**config.mk**
```make
export PLATFORM = sky130hd
export DESIGN_NAME = ees_slave
export DESIGN_NICKNAME = d
export VERILOG_FILES = /design/src/hw/ees_pkg.sv /design/src/hw/ees_filter.sv /design/src/hw/ees_slave.sv
export VERILOG_INCLUDE_DIRS = /design/src /design/src/hw
export SDC_FILE = /design/constraint.sdc
export NUM_CORES = 1
export LEC_CHECK = 0
export ABC_AREA = 1
export BUFFER_PORTS_ARGS = -buffer_cell sky130_fd_sc_hd__buf_2
export CORE_MARGIN = 1
export CORE_UTILIZATION = 55
export DETAILED_ROUTE_END_ITERATION = 10
export PLACE_DENSITY_LB_ADDON = 0.1
export SYNTH_ARGS = -nofsm -noshare
export SYNTH_HDL_FRONTEND = slang
export SYNTH_SLANG_ARGS = --single-unit
```
**constraint.sdc**
```tcl
create_clock -name i_clk_sys -period 3.2 [get_ports i_clk_sys]
set_input_delay 0 -clock i_clk_sys [delete_from_list [all_inputs] [get_ports i_clk_sys]]
set_output_delay 0 -clock i_clk_sys [all_outputs]
set_load 0.1 [all_outputs]
```
**src/hw/ees_defs.svh**
```systemverilog
`ifndef EES_DEFS_SVH
`define EES_DEFS_SVH

// ***************************************************************
// Timing
// ***************************************************************
`define EES_CLK_PERIOD_NS 25
`define EES_GLITCH_NS 100
// Least filter time rounds up to whole cycles
`define EES_GLITCH_CYC ((`EES_GLITCH_NS + `EES_CLK_PERIOD_NS - 1) / `EES_CLK_PERIOD_NS)
`define EES_PU_DELAY_US 1000
`define EES_PU_DELAY_CYC ((`EES_PU_DELAY_US * 1000) / `EES_CLK_PERIOD_NS)
`define EES_WR_CYCLE_US 5000
`define EES_WR_CYCLE_CYC ((`EES_WR_CYCLE_US * 1000) / `EES_CLK_PERIOD_NS)

// ***************************************************************
// Slave address fields
// ***************************************************************
`define EES_ADDR_TYPE_MSB 7
`define EES_ADDR_TYPE_LSB 4
`define EES_ADDR_SEL_MSB 3
`define EES_ADDR_SEL_LSB 1
`define EES_ADDR_RW_BIT 0
`define EES_BITS_PER_BYTE 4'h8

`endif

```
**src/hw/ees_pkg.sv**
```systemverilog
package ees_pkg;
  typedef enum logic [5:0] {
    EES_IDLE = 6'b000001,
    EES_ADDR = 6'b000010,
    EES_WORD = 6'b000100,
    EES_WDAT = 6'b001000,
    EES_RDAT = 6'b010000,
    EES_SKIP = 6'b100000
  } ees_state_e;
  typedef logic [7:0] ees_byte_t;
endpackage

```
**src/hw/ees_filter.sv**
```systemverilog
`include "ees_defs.svh"

module ees_filter
  import ees_pkg::*;
#(
  parameter int GLITCH_CYC = `EES_GLITCH_CYC
) (
  // Clock and reset
  input wire logic i_clk_sys,
  input wire logic i_reset,
  // Pin and clean level
  input wire logic i_pin,
  output logic o_level
);
  logic sync1;
  logic sync2;
  logic sync3;
  logic [7:0] cnt;

  // Three flops; a change counts once the second and third agree
  always_ff @(posedge i_clk_sys or posedge i_reset) begin
    if (i_reset) begin
      sync1 <= 1'b1;
      sync2 <= 1'b1;
      sync3 <= 1'b1;
    end else begin
      sync1 <= i_pin;
      sync2 <= sync1;
      sync3 <= sync2;
    end
  end

  // Level must hold past the glitch time before it is believed
  always_ff @(posedge i_clk_sys or posedge i_reset) begin
    if (i_reset) begin
      cnt <= 8'h00;
      o_level <= 1'b1;
    end else if (sync2 != sync3 || sync3 == o_level) begin
      cnt <= 8'h00;
    end else if (cnt >= 8'(GLITCH_CYC)) begin
      o_level <= sync3;
      cnt <= 8'h00;
    end else begin
      cnt <= cnt + 8'h01;
    end
  end
endmodule // ees_filter

```
**src/hw/ees_slave.sv**
```systemverilog
`include "ees_defs.svh"

// Contract
// - Start is data falling while clock high; begins every command.
// - Stop is data rising while clock high; ends every command.
// - Data change during clock high counts as start or stop.
// - Ignore all bus activity until a start is seen.
// - Sample data on clock rise, change output on clock fall.
// - Drive low for zero, release for one; open drain.
// - Slave address top four bits must equal the device-type code.
// - Three select bits match pins or give upper address bits.
// - Last address bit one means read, zero means write.
// - Matching address acknowledged low through the ninth clock.
// - In writes, acknowledge word address and every data byte.
// - In reads, send eight bits then release in ninth clock.
// - Master acknowledge makes device send the next byte.
// - Held in reset below trigger, standby above, both directions.
// - Commands accepted within one millisecond of stable supply.
// - Pulses up to 100 ns on the lines are filtered out.
// - Write protect high inhibits writes; undriven reads low.
// - Undriven chip-select inputs read low for matching.
// - Byte after write address loads the address pointer.
// - During internal write cycle, release data and ignore master.
// - Address during write cycle is not acknowledged, afterwards it is.
// - Write protect sampled before first data byte; high rejects it.
module ees_slave
  import ees_pkg::*;
#(
  parameter logic [3:0] TYPE_CODE = 4'h5, // Arbitrary device-type code
  parameter logic [2:0] PIN_SEL_MASK = 3'h7,
  parameter int PU_DELAY_CYC = `EES_PU_DELAY_CYC,
  parameter int WR_CYCLE_CYC = `EES_WR_CYCLE_CYC
) (
  // Clock and reset
  input wire logic i_clk_sys,
  input wire logic i_reset,
  // Two-wire bus
  input wire logic i_scl,
  input wire logic i_sda,
  output logic o_sda,
  output logic o_sda_oe,
  // Straps
  input wire logic i_chip_select_bit0,
  input wire logic i_chip_select_bit1,
  input wire logic i_chip_select_bit2,
  input wire logic i_write_protect,
  // Memory side
  input wire logic [7:0] i_rd_data,
  output logic [10:0] o_mem_addr,
  output logic [7:0] o_wr_data,
  output logic o_wr_strobe,
  output logic o_rd_strobe,
  output logic o_write_busy,
  output logic o_ready
);
  // ***************************************************************
  // Input conditioning
  // ***************************************************************
  logic scl;
  logic sda;
  logic scl_d;
  logic sda_d;
  logic wp_s1;
  logic wp_s2;
  logic wp_s3;
  logic wp;
  logic [2:0] cs_s1;
  logic [2:0] cs_s2;
  logic [2:0] cs_s3;
  logic [2:0] cs;

  ees_filter #(.GLITCH_CYC(`EES_GLITCH_CYC)) u_scl_filt (
    .i_clk_sys(i_clk_sys),
    .i_reset(i_reset),
    .i_pin(i_scl),
    .o_level(scl)
  );
  ees_filter #(.GLITCH_CYC(`EES_GLITCH_CYC)) u_sda_filt (
    .i_clk_sys(i_clk_sys),
    .i_reset(i_reset),
    .i_pin(i_sda),
    .o_level(sda)
  );

  // Straps resync; undriven pins are pulled low at the pad
  always_ff @(posedge i_clk_sys or posedge i_reset) begin
    if (i_reset) begin
      wp_s1 <= 1'b0;
      wp_s2 <= 1'b0;
      wp_s3 <= 1'b0;
      wp <= 1'b0;
      cs_s1 <= 3'h0;
      cs_s2 <= 3'h0;
      cs_s3 <= 3'h0;
      cs <= 3'h0;
    end else begin
      wp_s1 <= i_write_protect;
      wp_s2 <= wp_s1;
      wp_s3 <= wp_s2;
      if (wp_s2 == wp_s3) begin
        wp <= wp_s3;
      end
      cs_s1 <= {i_chip_select_bit2, i_chip_select_bit1, i_chip_select_bit0};
      cs_s2 <= cs_s1;
      cs_s3 <= cs_s2;
      if (cs_s2 == cs_s3) begin
        cs <= cs_s3;
      end
    end
  end

  always_ff @(posedge i_clk_sys or posedge i_reset) begin
    if (i_reset) begin
      scl_d <= 1'b1;
      sda_d <= 1'b1;
    end else begin
      scl_d <= scl;
      sda_d <= sda;
    end
  end

  logic scl_rise;
  logic scl_fall;
  logic start_det;
  logic stop_det;
  assign scl_rise = scl & ~scl_d;
  assign scl_fall = ~scl & scl_d;
  assign start_det = scl & scl_d & sda_d & ~sda;
  assign stop_det = scl & scl_d & ~sda_d & sda;

  // ***************************************************************
  // Power-up and write cycle timers
  // ***************************************************************
  logic [$clog2(PU_DELAY_CYC + 1)-1:0] pu_cnt;
  logic [$clog2(WR_CYCLE_CYC + 1)-1:0] wr_cnt;
  logic wr_pending;

  // Reset input stands for the supply monitor; it restarts the delay
  always_ff @(posedge i_clk_sys or posedge i_reset) begin
    if (i_reset) begin
      pu_cnt <= '0;
      o_ready <= 1'b0;
    end else if (!o_ready) begin
      if (pu_cnt == ($bits(pu_cnt))'(PU_DELAY_CYC - 1)) begin
        o_ready <= 1'b1;
      end
      pu_cnt <= pu_cnt + 1'b1;
    end
  end

  always_ff @(posedge i_clk_sys or posedge i_reset) begin
    if (i_reset) begin
      wr_cnt <= '0;
      o_write_busy <= 1'b0;
    end else if (stop_det && wr_pending && !o_write_busy) begin
      o_write_busy <= 1'b1;
      wr_cnt <= '0;
    end else if (o_write_busy) begin
      if (wr_cnt == ($bits(wr_cnt))'(WR_CYCLE_CYC - 1)) begin
        o_write_busy <= 1'b0;
      end
      wr_cnt <= wr_cnt + 1'b1;
    end
  end

  // ***************************************************************
  // Byte engine
  // ***************************************************************
  ees_state_e state;
  ees_byte_t shreg;
  ees_byte_t tx;
  logic [3:0] bitcnt;
  logic ack_phase;
  logic read_mode;
  logic wp_latched;
  logic [2:0] upper;
  logic addr_match;
  logic active;

  assign active = o_ready & ~o_write_busy;
  // Selected bits must match pins; others carry upper address
  assign addr_match = (shreg[`EES_ADDR_TYPE_MSB:`EES_ADDR_TYPE_LSB] == TYPE_CODE) &&
    (((shreg[`EES_ADDR_SEL_MSB:`EES_ADDR_SEL_LSB] ^ cs) & PIN_SEL_MASK) == 3'h0);

  // ***************************************************************
  // Write protect strobe
  // ***************************************************************
  logic word_done;
  logic ack_fall;
  logic wp_armed;

  // Engine events, qualified as the engine qualifies them, except that ack_fall does not check the state
  assign word_done = active & ~start_det & ~stop_det & scl_fall & ~ack_phase &
    (bitcnt == `EES_BITS_PER_BYTE) & (state == EES_WORD);
  assign ack_fall = active & ~start_det & ~stop_det & scl_fall & ack_phase;

  // Pin is strobed on the fall that ends the word-byte acknowledge,
  // so a protect change during that acknowledge still counts
  always_ff @(posedge i_clk_sys or posedge i_reset) begin
    if (i_reset) begin
      wp_armed <= 1'b0;
      wp_latched <= 1'b0;
    end else if (start_det || stop_det) begin
      wp_armed <= 1'b0;
    end else if (word_done) begin
      wp_armed <= 1'b1;
    end else if (ack_fall && wp_armed) begin
      wp_armed <= 1'b0;
      wp_latched <= wp;
    end
  end

  always_ff @(posedge i_clk_sys or posedge i_reset) begin
    if (i_reset) begin
      state <= EES_IDLE;
      shreg <= 8'h00;
      tx <= 8'hff;
      bitcnt <= 4'h0;
      ack_phase <= 1'b0;
      read_mode <= 1'b0;
      upper <= 3'h0;
      wr_pending <= 1'b0;
      o_mem_addr <= 11'h000;
      o_wr_data <= 8'h00;
      o_wr_strobe <= 1'b0;
      o_rd_strobe <= 1'b0;
      o_sda_oe <= 1'b0;
      o_sda <= 1'b0;
    end else begin
      o_wr_strobe <= 1'b0;
      o_rd_strobe <= 1'b0;
      o_sda <= 1'b0;
      // Step the page pointer only once the memory has taken the byte
      if (o_wr_strobe) begin
        o_mem_addr <= {o_mem_addr[10:4], o_mem_addr[3:0] + 4'h1};
      end
      if (!active) begin
        state <= EES_IDLE;
        o_sda_oe <= 1'b0;
        tx <= 8'hff;
        bitcnt <= 4'h0;
        ack_phase <= 1'b0;
        if (stop_det) begin
          wr_pending <= 1'b0;
        end
      end else if (start_det) begin
        state <= EES_ADDR;
        bitcnt <= 4'h0;
        ack_phase <= 1'b0;
        o_sda_oe <= 1'b0;
        tx <= 8'hff;
      end else if (stop_det) begin
        state <= EES_IDLE;
        bitcnt <= 4'h0;
        ack_phase <= 1'b0;
        o_sda_oe <= 1'b0;
        tx <= 8'hff;
        // Consumed by the stop that launches the cycle, or it would fire again
        wr_pending <= 1'b0;
      end else begin
        case (state)
          EES_IDLE: begin
            o_sda_oe <= 1'b0;
          end
          EES_ADDR, EES_WORD, EES_WDAT, EES_RDAT: begin
            if (scl_rise) begin
              if (ack_phase) begin
                // Master acknowledge bit in reads
                if (read_mode && sda) begin
                  state <= EES_SKIP;
                end
              end else begin
                shreg <= {shreg[6:0], sda};
                bitcnt <= bitcnt + 4'h1;
              end
            end else if (scl_fall) begin
              if (ack_phase) begin
                ack_phase <= 1'b0;
                bitcnt <= 4'h0;
                o_sda_oe <= 1'b0;
                if (state == EES_RDAT) begin
                  o_sda_oe <= ~i_rd_data[7];
                  tx <= {i_rd_data[6:0], 1'b1};
                  o_rd_strobe <= 1'b1;
                end
              end else if (bitcnt == `EES_BITS_PER_BYTE) begin
                ack_phase <= 1'b1;
                o_sda_oe <= 1'b0;
                case (state)
                  EES_ADDR: begin
                    if (addr_match) begin
                      o_sda_oe <= 1'b1;
                      read_mode <= shreg[`EES_ADDR_RW_BIT];
                      upper <= shreg[`EES_ADDR_SEL_MSB:`EES_ADDR_SEL_LSB] & ~PIN_SEL_MASK;
                      state <= shreg[`EES_ADDR_RW_BIT] ? EES_RDAT : EES_WORD;
                      if (!shreg[`EES_ADDR_RW_BIT]) begin
                        wr_pending <= 1'b0;
                      end
                    end else begin
                      state <= EES_SKIP;
                    end
                  end
                  EES_WORD: begin
                    o_sda_oe <= 1'b1;
                    o_mem_addr <= {upper, shreg};
                    state <= EES_WDAT;
                  end
                  EES_WDAT: begin
                    if (!wp_latched) begin
                      o_sda_oe <= 1'b1;
                      o_wr_data <= shreg;
                      o_wr_strobe <= 1'b1;
                      wr_pending <= 1'b1;
                    end else begin
                      state <= EES_SKIP;
                    end
                  end
                  default: begin
                    o_mem_addr <= o_mem_addr + 11'h001;
                  end
                endcase
              end else if (state == EES_RDAT) begin
                o_sda_oe <= ~tx[7];
                tx <= {tx[6:0], 1'b1};
              end
            end
          end
          EES_SKIP: begin
            o_sda_oe <= 1'b0;
          end
          default: begin
            state <= EES_IDLE;
          end
        endcase
      end
    end
  end
endmodule // ees_slave

```
### After elaboration in Yosys (flattened, before gate mapping)

Cells that the tools add are included.

* reductions and logical operators: 32
* mux-type cells: 107
* equal/unequal tests: 42
* $add $sub $neg: 7
* order comparisons: 2
* bitwise operators: 32

Operators with widths (number)
* $mux W8: 14
* $mux W11: 8
* $mux W6: 11
* $mux W1: 56
* $mux W18: 2
* $mux W4: 9
* $ne A5 B5 Y1 const B: 6
* $ne A6 B6 Y1 const B: 5
* $pmux W11 S2: 1
* $reduce_and A10 Y1: 2
* $add A18 B1 Y18 const B: 1
* $eq A18 B18 Y1 const B: 1
* $pmux W6 S3: 1
* $add A16 B1 Y16 const B: 1
* $add A8 B1 Y8 const B: 2
* $eq A16 B16 Y1 const B: 1
* $ge A8 B3 Y1 const B: 2
* $not A1 Y1: 16
* $and A1 B1 Y1: 15
* $ne A7 B7 Y1 const B: 2
* $ne A4 B4 Y1 const B: 3
* $pmux W6 S2: 1
* $add A11 B1 Y11 const B: 1
* $reduce_and A11 Y1: 1
* other kinds (36): 60

* bits of input ports: 16
* register bits after elaboration: 131

### Depth between registers and ports, before layout

Gate-level depths: netlist of run 1.

* depth in word-level cells: 13
* gate-level depth with buffers: 13

### Cells and area by module

Synthesis of run 1 repeated with hierarchy kept, for this count alone.

* cell total of the unflattened synthesis: 771
* area, all modules: 6705.2 um^2

By module, submodules not included
* ees_slave: area each 5806.8 um^2, cells each 703, seq. area each 2665.1 um^2, times used 1
* ees_filter: area each 449.2 um^2, cells each 34, seq. area each 305.3 um^2, times used 2

### Worst setup path after synthesis of run 1

No wires, ideal clock.

* kind: register to register
* start: reg o_write_busy
* end: reg state[5]
* setup time: 116 ps
* path buffers: 1
* period minus slack after synthesis: 2230 ps
* arrival: 2114 ps
* stages on the path, launching flop included: 13
* required time: 3084 ps
* path slack: 970 ps
* cell sequence: dfrtp_1 -> buf_4 -> inv_4 -> nand2_4 -> inv_2 -> nand2_4 -> inv_6 -> nand2_8 -> inv_4 -> o21ai_1 -> nand3_2 -> nand2_1 -> nand2_1

* longest elaborated chain between the ends: 4

Ends and longest elaborated chain
* from (decl): line ees_slave.sv:53 `output logic o_write_busy,`
* from (signal assigned): line ees_slave.sv:154 `o_write_busy <= 1'b0;`
* from (signal assigned): line ees_slave.sv:156 `o_write_busy <= 1'b1;`
* from (signal assigned): line ees_slave.sv:160 `o_write_busy <= 1'b0;`
* $not A1 Y1 (*): line ees_slave.sv:180 `assign active = o_ready & ~o_write_busy;`
* $and A1 B1 Y1 (*): line ees_slave.sv:180
* $ne A8 B8 Y1 (no source line) (tied with other cells)
* $reduce_and A8 Y1 (no source line)
* to (signal assigned): line ees_slave.sv:295 `` state <= shreg[`EES_ADDR_RW_BIT] ? EES_RDAT : EES_WORD; ``
* to (decl): line ees_slave.sv:169 `ees_state_e state;`

Mark *: on every way between the ends. The rest lies on a longest branch, timed or not.
A chain may end at the register's enable or synchronous reset.

### Worst setup path after layout of run 1

* start: reg u_scl_filt.o_level
* end: reg wr_cnt[11]

* longest elaborated chain between the ends: 6

Ends and longest elaborated chain
* from (decl): line ees_filter.sv:13 `output logic o_level`
* from (signal assigned): line ees_filter.sv:41 `o_level <= sync3;`
* $and A1 B1 Y1 (*) (3 in series): line ees_slave.sv:129 `assign stop_det = scl & scl_d & ~sda_d & sda;`
* $logic_and A1 B1 Y1 (*) (2 in series): line ees_slave.sv:155 `end else if (stop_det && wr_pending && !o_write_busy) begin`
* $mux W18 / $reduce_bool A2 Y1 (equally long branches)
* to (signal assigned): line ees_slave.sv:162 `wr_cnt <= wr_cnt + 1'b1;`
* to (decl): line ees_slave.sv:135 `logic [$clog2(WR_CYCLE_CYC + 1)-1:0] wr_cnt;`

Marks and branches as above.

==> impl_metrics.ini, run 1 <==
[run_status]
status = complete, no violations

[clock_tree]
cts_setup_buffers = 0
numCtsBuffers = 17
post_cts_resized = 0
hold_buffers = 14
clock_path_buffers = 2
cts_sinks = 130
cts_tree = yes
h-tree-depth = 4
clockRootBuffer = clkbuf_16
clk_transition_reported_paths_ns = 0.06
clkLatencyLatePin_ns = 0.42

[yosys]
synth.area.top_cells = dfrtp_1 43%, nand2_1 9.9%, dfstp_2 7.3%
ys_warn_count = 0
synth_seq_cells = 130
ys_seq_area_share_pct = 50.34
netlist_area_um2 = 6507
synth_xor_area_share_pct = 3.230
synthSimpleGateAreaFrac_pct = 27.51
syn_inst = 737
synth_largest_area_cell = dfrtp_1
synth-adder-area-share_pct = 2.653
yosysUniqueCellTypes = 52
synth_compound_area_share_pct = 8.864
synth_top_area_share_pct = 43.07
synth_edf_count = 0
synth.area.mux_share_pct = 0.3269
async_flop_share_pct = 100.0
post_synth.cell_area_avg_um2 = 8.830
yosys-top-cells-count = 171 x nand2_1, 112 x dfrtp_1, 88 x inv_1
synth_most_common_cell = nand2_1
synth_top_family_by_area = simple AND/OR/NAND/NOR gates
ys.flop_type = dfrtp_1

[sta]
setup_viol_count_final = 0
relSlewSlack_pct = 55.37
drv_slew = 0
fmax_mhz = 472.0
finalCriticalPeriod_ns = 2.119
worst_pin_slew_ns = 0.6695
final.period_utilization_pct = 66.21
rsz0062_at_grt = no
finClkSkew_ns = 0.01227
fin_tns_setup_ns = 0
finalHoldViolCount = 0
whs_ns = 0.04260

[die]
initial_core_util_pct = 56.75
fp-row-count = 39
fp.dieH_um = 110.8
io_pins = 41
dieArea_um2 = 12270
core_area_um2 = 11470
fp.dieW_um = 110.8

[final_layout]
final_cell_area_um2 = 7639
drive_above_1_share_pct = 18.16
insertedDiodeCount = 0
syn2layout_area_growth_pct = 17.38
nets = 842
fillerInstances = 929

[place]
place.detailed.hpwl_um = 8938
placed_area_um2 = 6884
io_buffers = 39
gp_congestion = 0.8911

[setup_path]
required_ns = 3.52
start_kind = flip-flop
worstPathArrival_ns = 2.43
crit_fanout = 10
rrSetupSlack_ns = 1.08
cp-end-kind = flip-flop
path_class = flip-flop to flip-flop

[run]
drv_cap = 0

[pwr]
p_total_mw = 3.913
p_leak_nw = 3.694
peakVddDrop_mv = 0.7366
cellPowerDensity_nw_per_um2 = 512.3

[worst_hold_path]
hold_path.class = input port to flip-flop

[route]
antenna_left = 0
viasPerCell = 5.276
vias = 5112
drtIter0Drc = 360
route.detailed.drc = 0
wl_per_cell_um = 13.54
routed_wl_um = 13120
dr.pass1.iters = 5

[global_routing]
grt_start_max_net_pins = 131
grt_antenna_before_repair = 0
track_usage_pct = 23.39
grt_pass1_wl_um = 23070
grt_pass1_vias = 5015
grt-ovfl-total = 0
[worst max-delay path, cell delays in order, from the launching register on]
cell and delay (ns):
dfstp_2 0.56, ha_1 0.23, nand3b_4 0.16, inv_1 0.10, nand2_1 0.10, nor2_1 0.19
clkinv_1 0.30, nand2_1 0.15, o21ai_0 0.10, nand2_1 0.07, inv_1 0.05
[power breakdown]
part / total, mW / switching (mW) / internal [mW]
registers: 1.72 / 0.0249 / 1.70
clock network: 2.00 / 0.730 / 1.27
logic: 0.189 / 0.127 / 0.0619
total: 3.91 / 0.882 / 3.03
[flip-flops by register name, summed over array words and instances (netlist names), 3 cells and up]
register        count
state               6
cs_s1               3
cs_s3               3
cs_s2               3
wr_cnt             18
cs                  3
tx                  7
o_wr_data           8
u_scl_filt.cnt      8
o_mem_addr         11
bitcnt              4
u_sda_filt.cnt      8
pu_cnt             16
shreg               8
[final timing paths]
check,from,end,cells after the start
worst max-delay path,u_scl_filt.o_level,wr_cnt[11],10
worst min-delay path,i_rd_data[7],o_sda_oe,6
worst max register to register,u_scl_filt.o_level,wr_cnt[11],10
worst min register to register,cs_s1[2],cs_s2[2],0
max in group asynchronous,i_reset,o_wr_data[6],4
min in group asynchronous,i_reset,u_scl_filt.cnt[1],4
[per-stage QoR]
step                      utilization (%)  setup WS (ns)  instances
after detailed placement            60.03          1.121        923
after floorplan                         -         0.9698        747
after global placement              60.03          1.180        923
final                               66.61          1.081        969
after global routing                66.61         0.8552        969
after CTS                           66.61          1.063        969
[layout by cell type (no fill, tap or decap), drive strengths merged, types with 3 or more instances in the layout]
cell type	instances
o21a	5
nand2	183
dfrtp	112
ha	13
o22ai	13
inv	102
xor2	17
dfstp	18
nor3b	3
clkinv	5
bufinv	3
conb	11
nand4	16
clkinvlp	3
nor4	4
o21ai	54
nor3	22
clkbuf	21
buf	40
a21oi	12
dlygate4sd3	14
xnor2	7
nand3	55
nor2	76
[cell type report]
class | instances | area (um2) | area share, %
clock buffers | 21 | 460.4 | 6.028
clock inverters | 11 | 153.9 | 2.015
inverters | 102 | 401.6 | 5.258
multi-input cells | 508 | 2813 | 36.82
flip-flops and latches | 130 | 3276 | 42.88
well taps | 143 | 178.9 | 2.342
repair buffers | 54 | 355.3 | 4.652
[layer usage]
metal	GRT usage, %	part of all wire [%]	vias to the layer above
met4	10.04	1.5	0
li1	-	-	2540
met3	5.796	4.0	19
met5	0	0	-
met2	37.81	49	115
met1	29.97	46	2438
[kinds of logic (layout without fill, tap and decap cells)]
kind of cell / Yosys count / after routing
AOI/OAI and AO/OA: 95 / 95
xor gates and xnor gates: 24 / 24
adders and majority gates: 14 / 14
buffers and inverters: 109 / 188
DFF: 130 / 130
muxes: 2 / 2
other: 1 / 11
and+or+nand+nor: 362 / 362
Note: power is estimated with default switching activity, not from simulation.
==> inputs of run 2 (changes only) <==
- clock period: 3.2 -> 1.9 ns (I/O delays scaled with it)
==> impl_metrics.ini, run 2 (synthesis results as in run 1) <==
[final_layout]
drive_above_1_share_pct = 23.12
regMostFlops = wr_cnt
layout_common_cells = 170 x nand2_1, 105 x dfrtp_1, 87 x inv_1
reg_top3 = wr_cnt: 18 flops, pu_cnt: 16 flops, o_mem_addr: 11 flops
fillerInstances = 877
syn2layout_area_growth_pct = 21.75
nets = 868
final_cells = 995
largest_reg_flops = 18
final_cell_area_um2 = 7923
insertedDiodeCount = 0
layout_commonest_cell = nand2_1

[setup_path]
worstPathArrival_ns = 2.19
path_class = flip-flop to flip-flop
cp-end-kind = flip-flop
cpPeakStageDelay_ns = 0.56
timing.rr.end = bitcnt[3]
critPathCapture = bitcnt[3]
start_kind = flip-flop
cpLargestDelayFamily = flip-flops
cp_common_cell = nand2_1
crit_fanout = 5
required_ns = 2.24
path_cells = inv_1, ha_1, buf_4, xnor2_1, nor2_1, nand2_1, nand2_2, nand2_1, a22oi_1
worst-path-stages = 9
rrSetupSlack_ns = 0.05
critical_path_buf_inv_count = 2
cp_slowest_cell = dfstp_2
startpoint = scl_d
reg2reg_depth = 9
timing.rr.start = scl_d

[route]
dr.pass1.iters = 4
vias = 5266
viasPerCell = 5.292
drtIter0Drc = 274
wl_per_cell_um = 14.08
antenna_left = 0
route.detailed.drc = 0
routed_wl_um = 14010

[die]
dieArea_um2 = 12270
fp-row-count = 39
fp.dieW_um = 110.8
fp.dieH_um = 110.8
initial_core_util_pct = 56.75
core_area_um2 = 11470
io_pins = 41

[sta]
finalHoldViolCount = 0
finClkSkew_ns = 0.008272
drv_slew = 0
fmax_mhz = 541.1
fin_tns_setup_ns = 0
finalCriticalPeriod_ns = 1.848
final.period_utilization_pct = 97.26
whs_ns = 0.04025
setup_viol_count_final = 0
fin_ws_ns = 0.05207

[clock_tree]
cts_tree = yes
numCtsBuffers = 17
clk_transition_reported_paths_ns = 0.06
clkLatencyLatePin_ns = 0.43
cts_sinks = 130
h-tree-depth = 4
clockRootBuffer = clkbuf_16
clock_path_buffers = 2

[global_routing]
grt_antenna_before_repair = 0
grt_pass1_wl_um = 24180
grt-ovfl-total = 0
track_usage_pct = 25.00
grt_start_max_net_pins = 63
grt_pass1_vias = 5169

[place]
post-place-cells = 943
place.detailed.hpwl_um = 9963
io_buffers = 39
gp_congestion = 0.9420
pre_cts_slack_ns = -0.01122
placed_area_um2 = 7056

[pwr]
cellPowerDensity_nw_per_um2 = 822.8
peakVddDrop_mv = 0.8174
p_leak_nw = 3.834

[run]
drv_cap = 0

[worst_hold_path]
hold_path.class = input port to flip-flop

[run_status]
status = complete, no violations
run 2: repair_timing:
| item | CTS | global route |
|---|---|---|
| cloned | 0 | 1 |
| resized for setup | 2 | 18 |
| setup endpoints to repair | 4 | 35 |
| pin swaps | 0 | 5 |
| setup buffers | 0 | 5 |
| hold endpoints to repair | 140 | 0 |
| hold buffers | 14 | 0 |
run 2: layer usage:
metal | track usage [%] | routed length, um
met1 | 31.59 | 6158
met3 | 6.998 | 650
met2 | 41.24 | 6946
met5 | 0 | 0
met4 | 8.800 | 250
run 2: per-stage QoR:
stage / total power [mW] / util [%]
after global routing: 6.749 / 69.09
final: 6.519 / 69.09
after detailed placement: 3.277 / 61.53
after floorplan: 3.160 / -
after CTS: 6.567 / 67.95
after global placement: 3.265 / 61.53
run 2: worst min-delay path, stage by stage:
cell     delay [ns]
buf_2          0.08
nor3_1         0.04
a21oi_1        0.12
nand2_1        0.07
nand3_1        0.08
nand2_1        0.04
run 2: cell type report:
type,count,area [um2],share of cell area [%]
clock buffers,17,425.4,5.370
clock inverters,15,167.7,2.116
flip-flops and latches,130,3284,41.46
repair buffers,79,571.8,7.217
inverters,102,404.1,5.101
multi-input cells,509,2890,36.48
well taps,143,178.9,2.258
run 2: worst min-delay path by stage:
stage / cells after the start / end / startpoint
3_5_place_dp: 3 / cs_s1[1] / i_reset
6_report: 6 / o_sda_oe / i_rd_data[7]
3_3_place_gp: 3 / cs_s1[0] / i_reset
5_1_grt: 6 / o_sda_oe / i_rd_data[7]
2_1_floorplan: 0 / u_scl_filt.sync1 / i_scl
4_1_cts: 6 / o_sda_oe / i_rd_data[7]
run 2: power by group:
part	internal, mW	switching (mW)
Combinational	0.126	0.231
Sequential	2.86	0.0468
Clock	1.87	1.39
Total	4.85	1.67
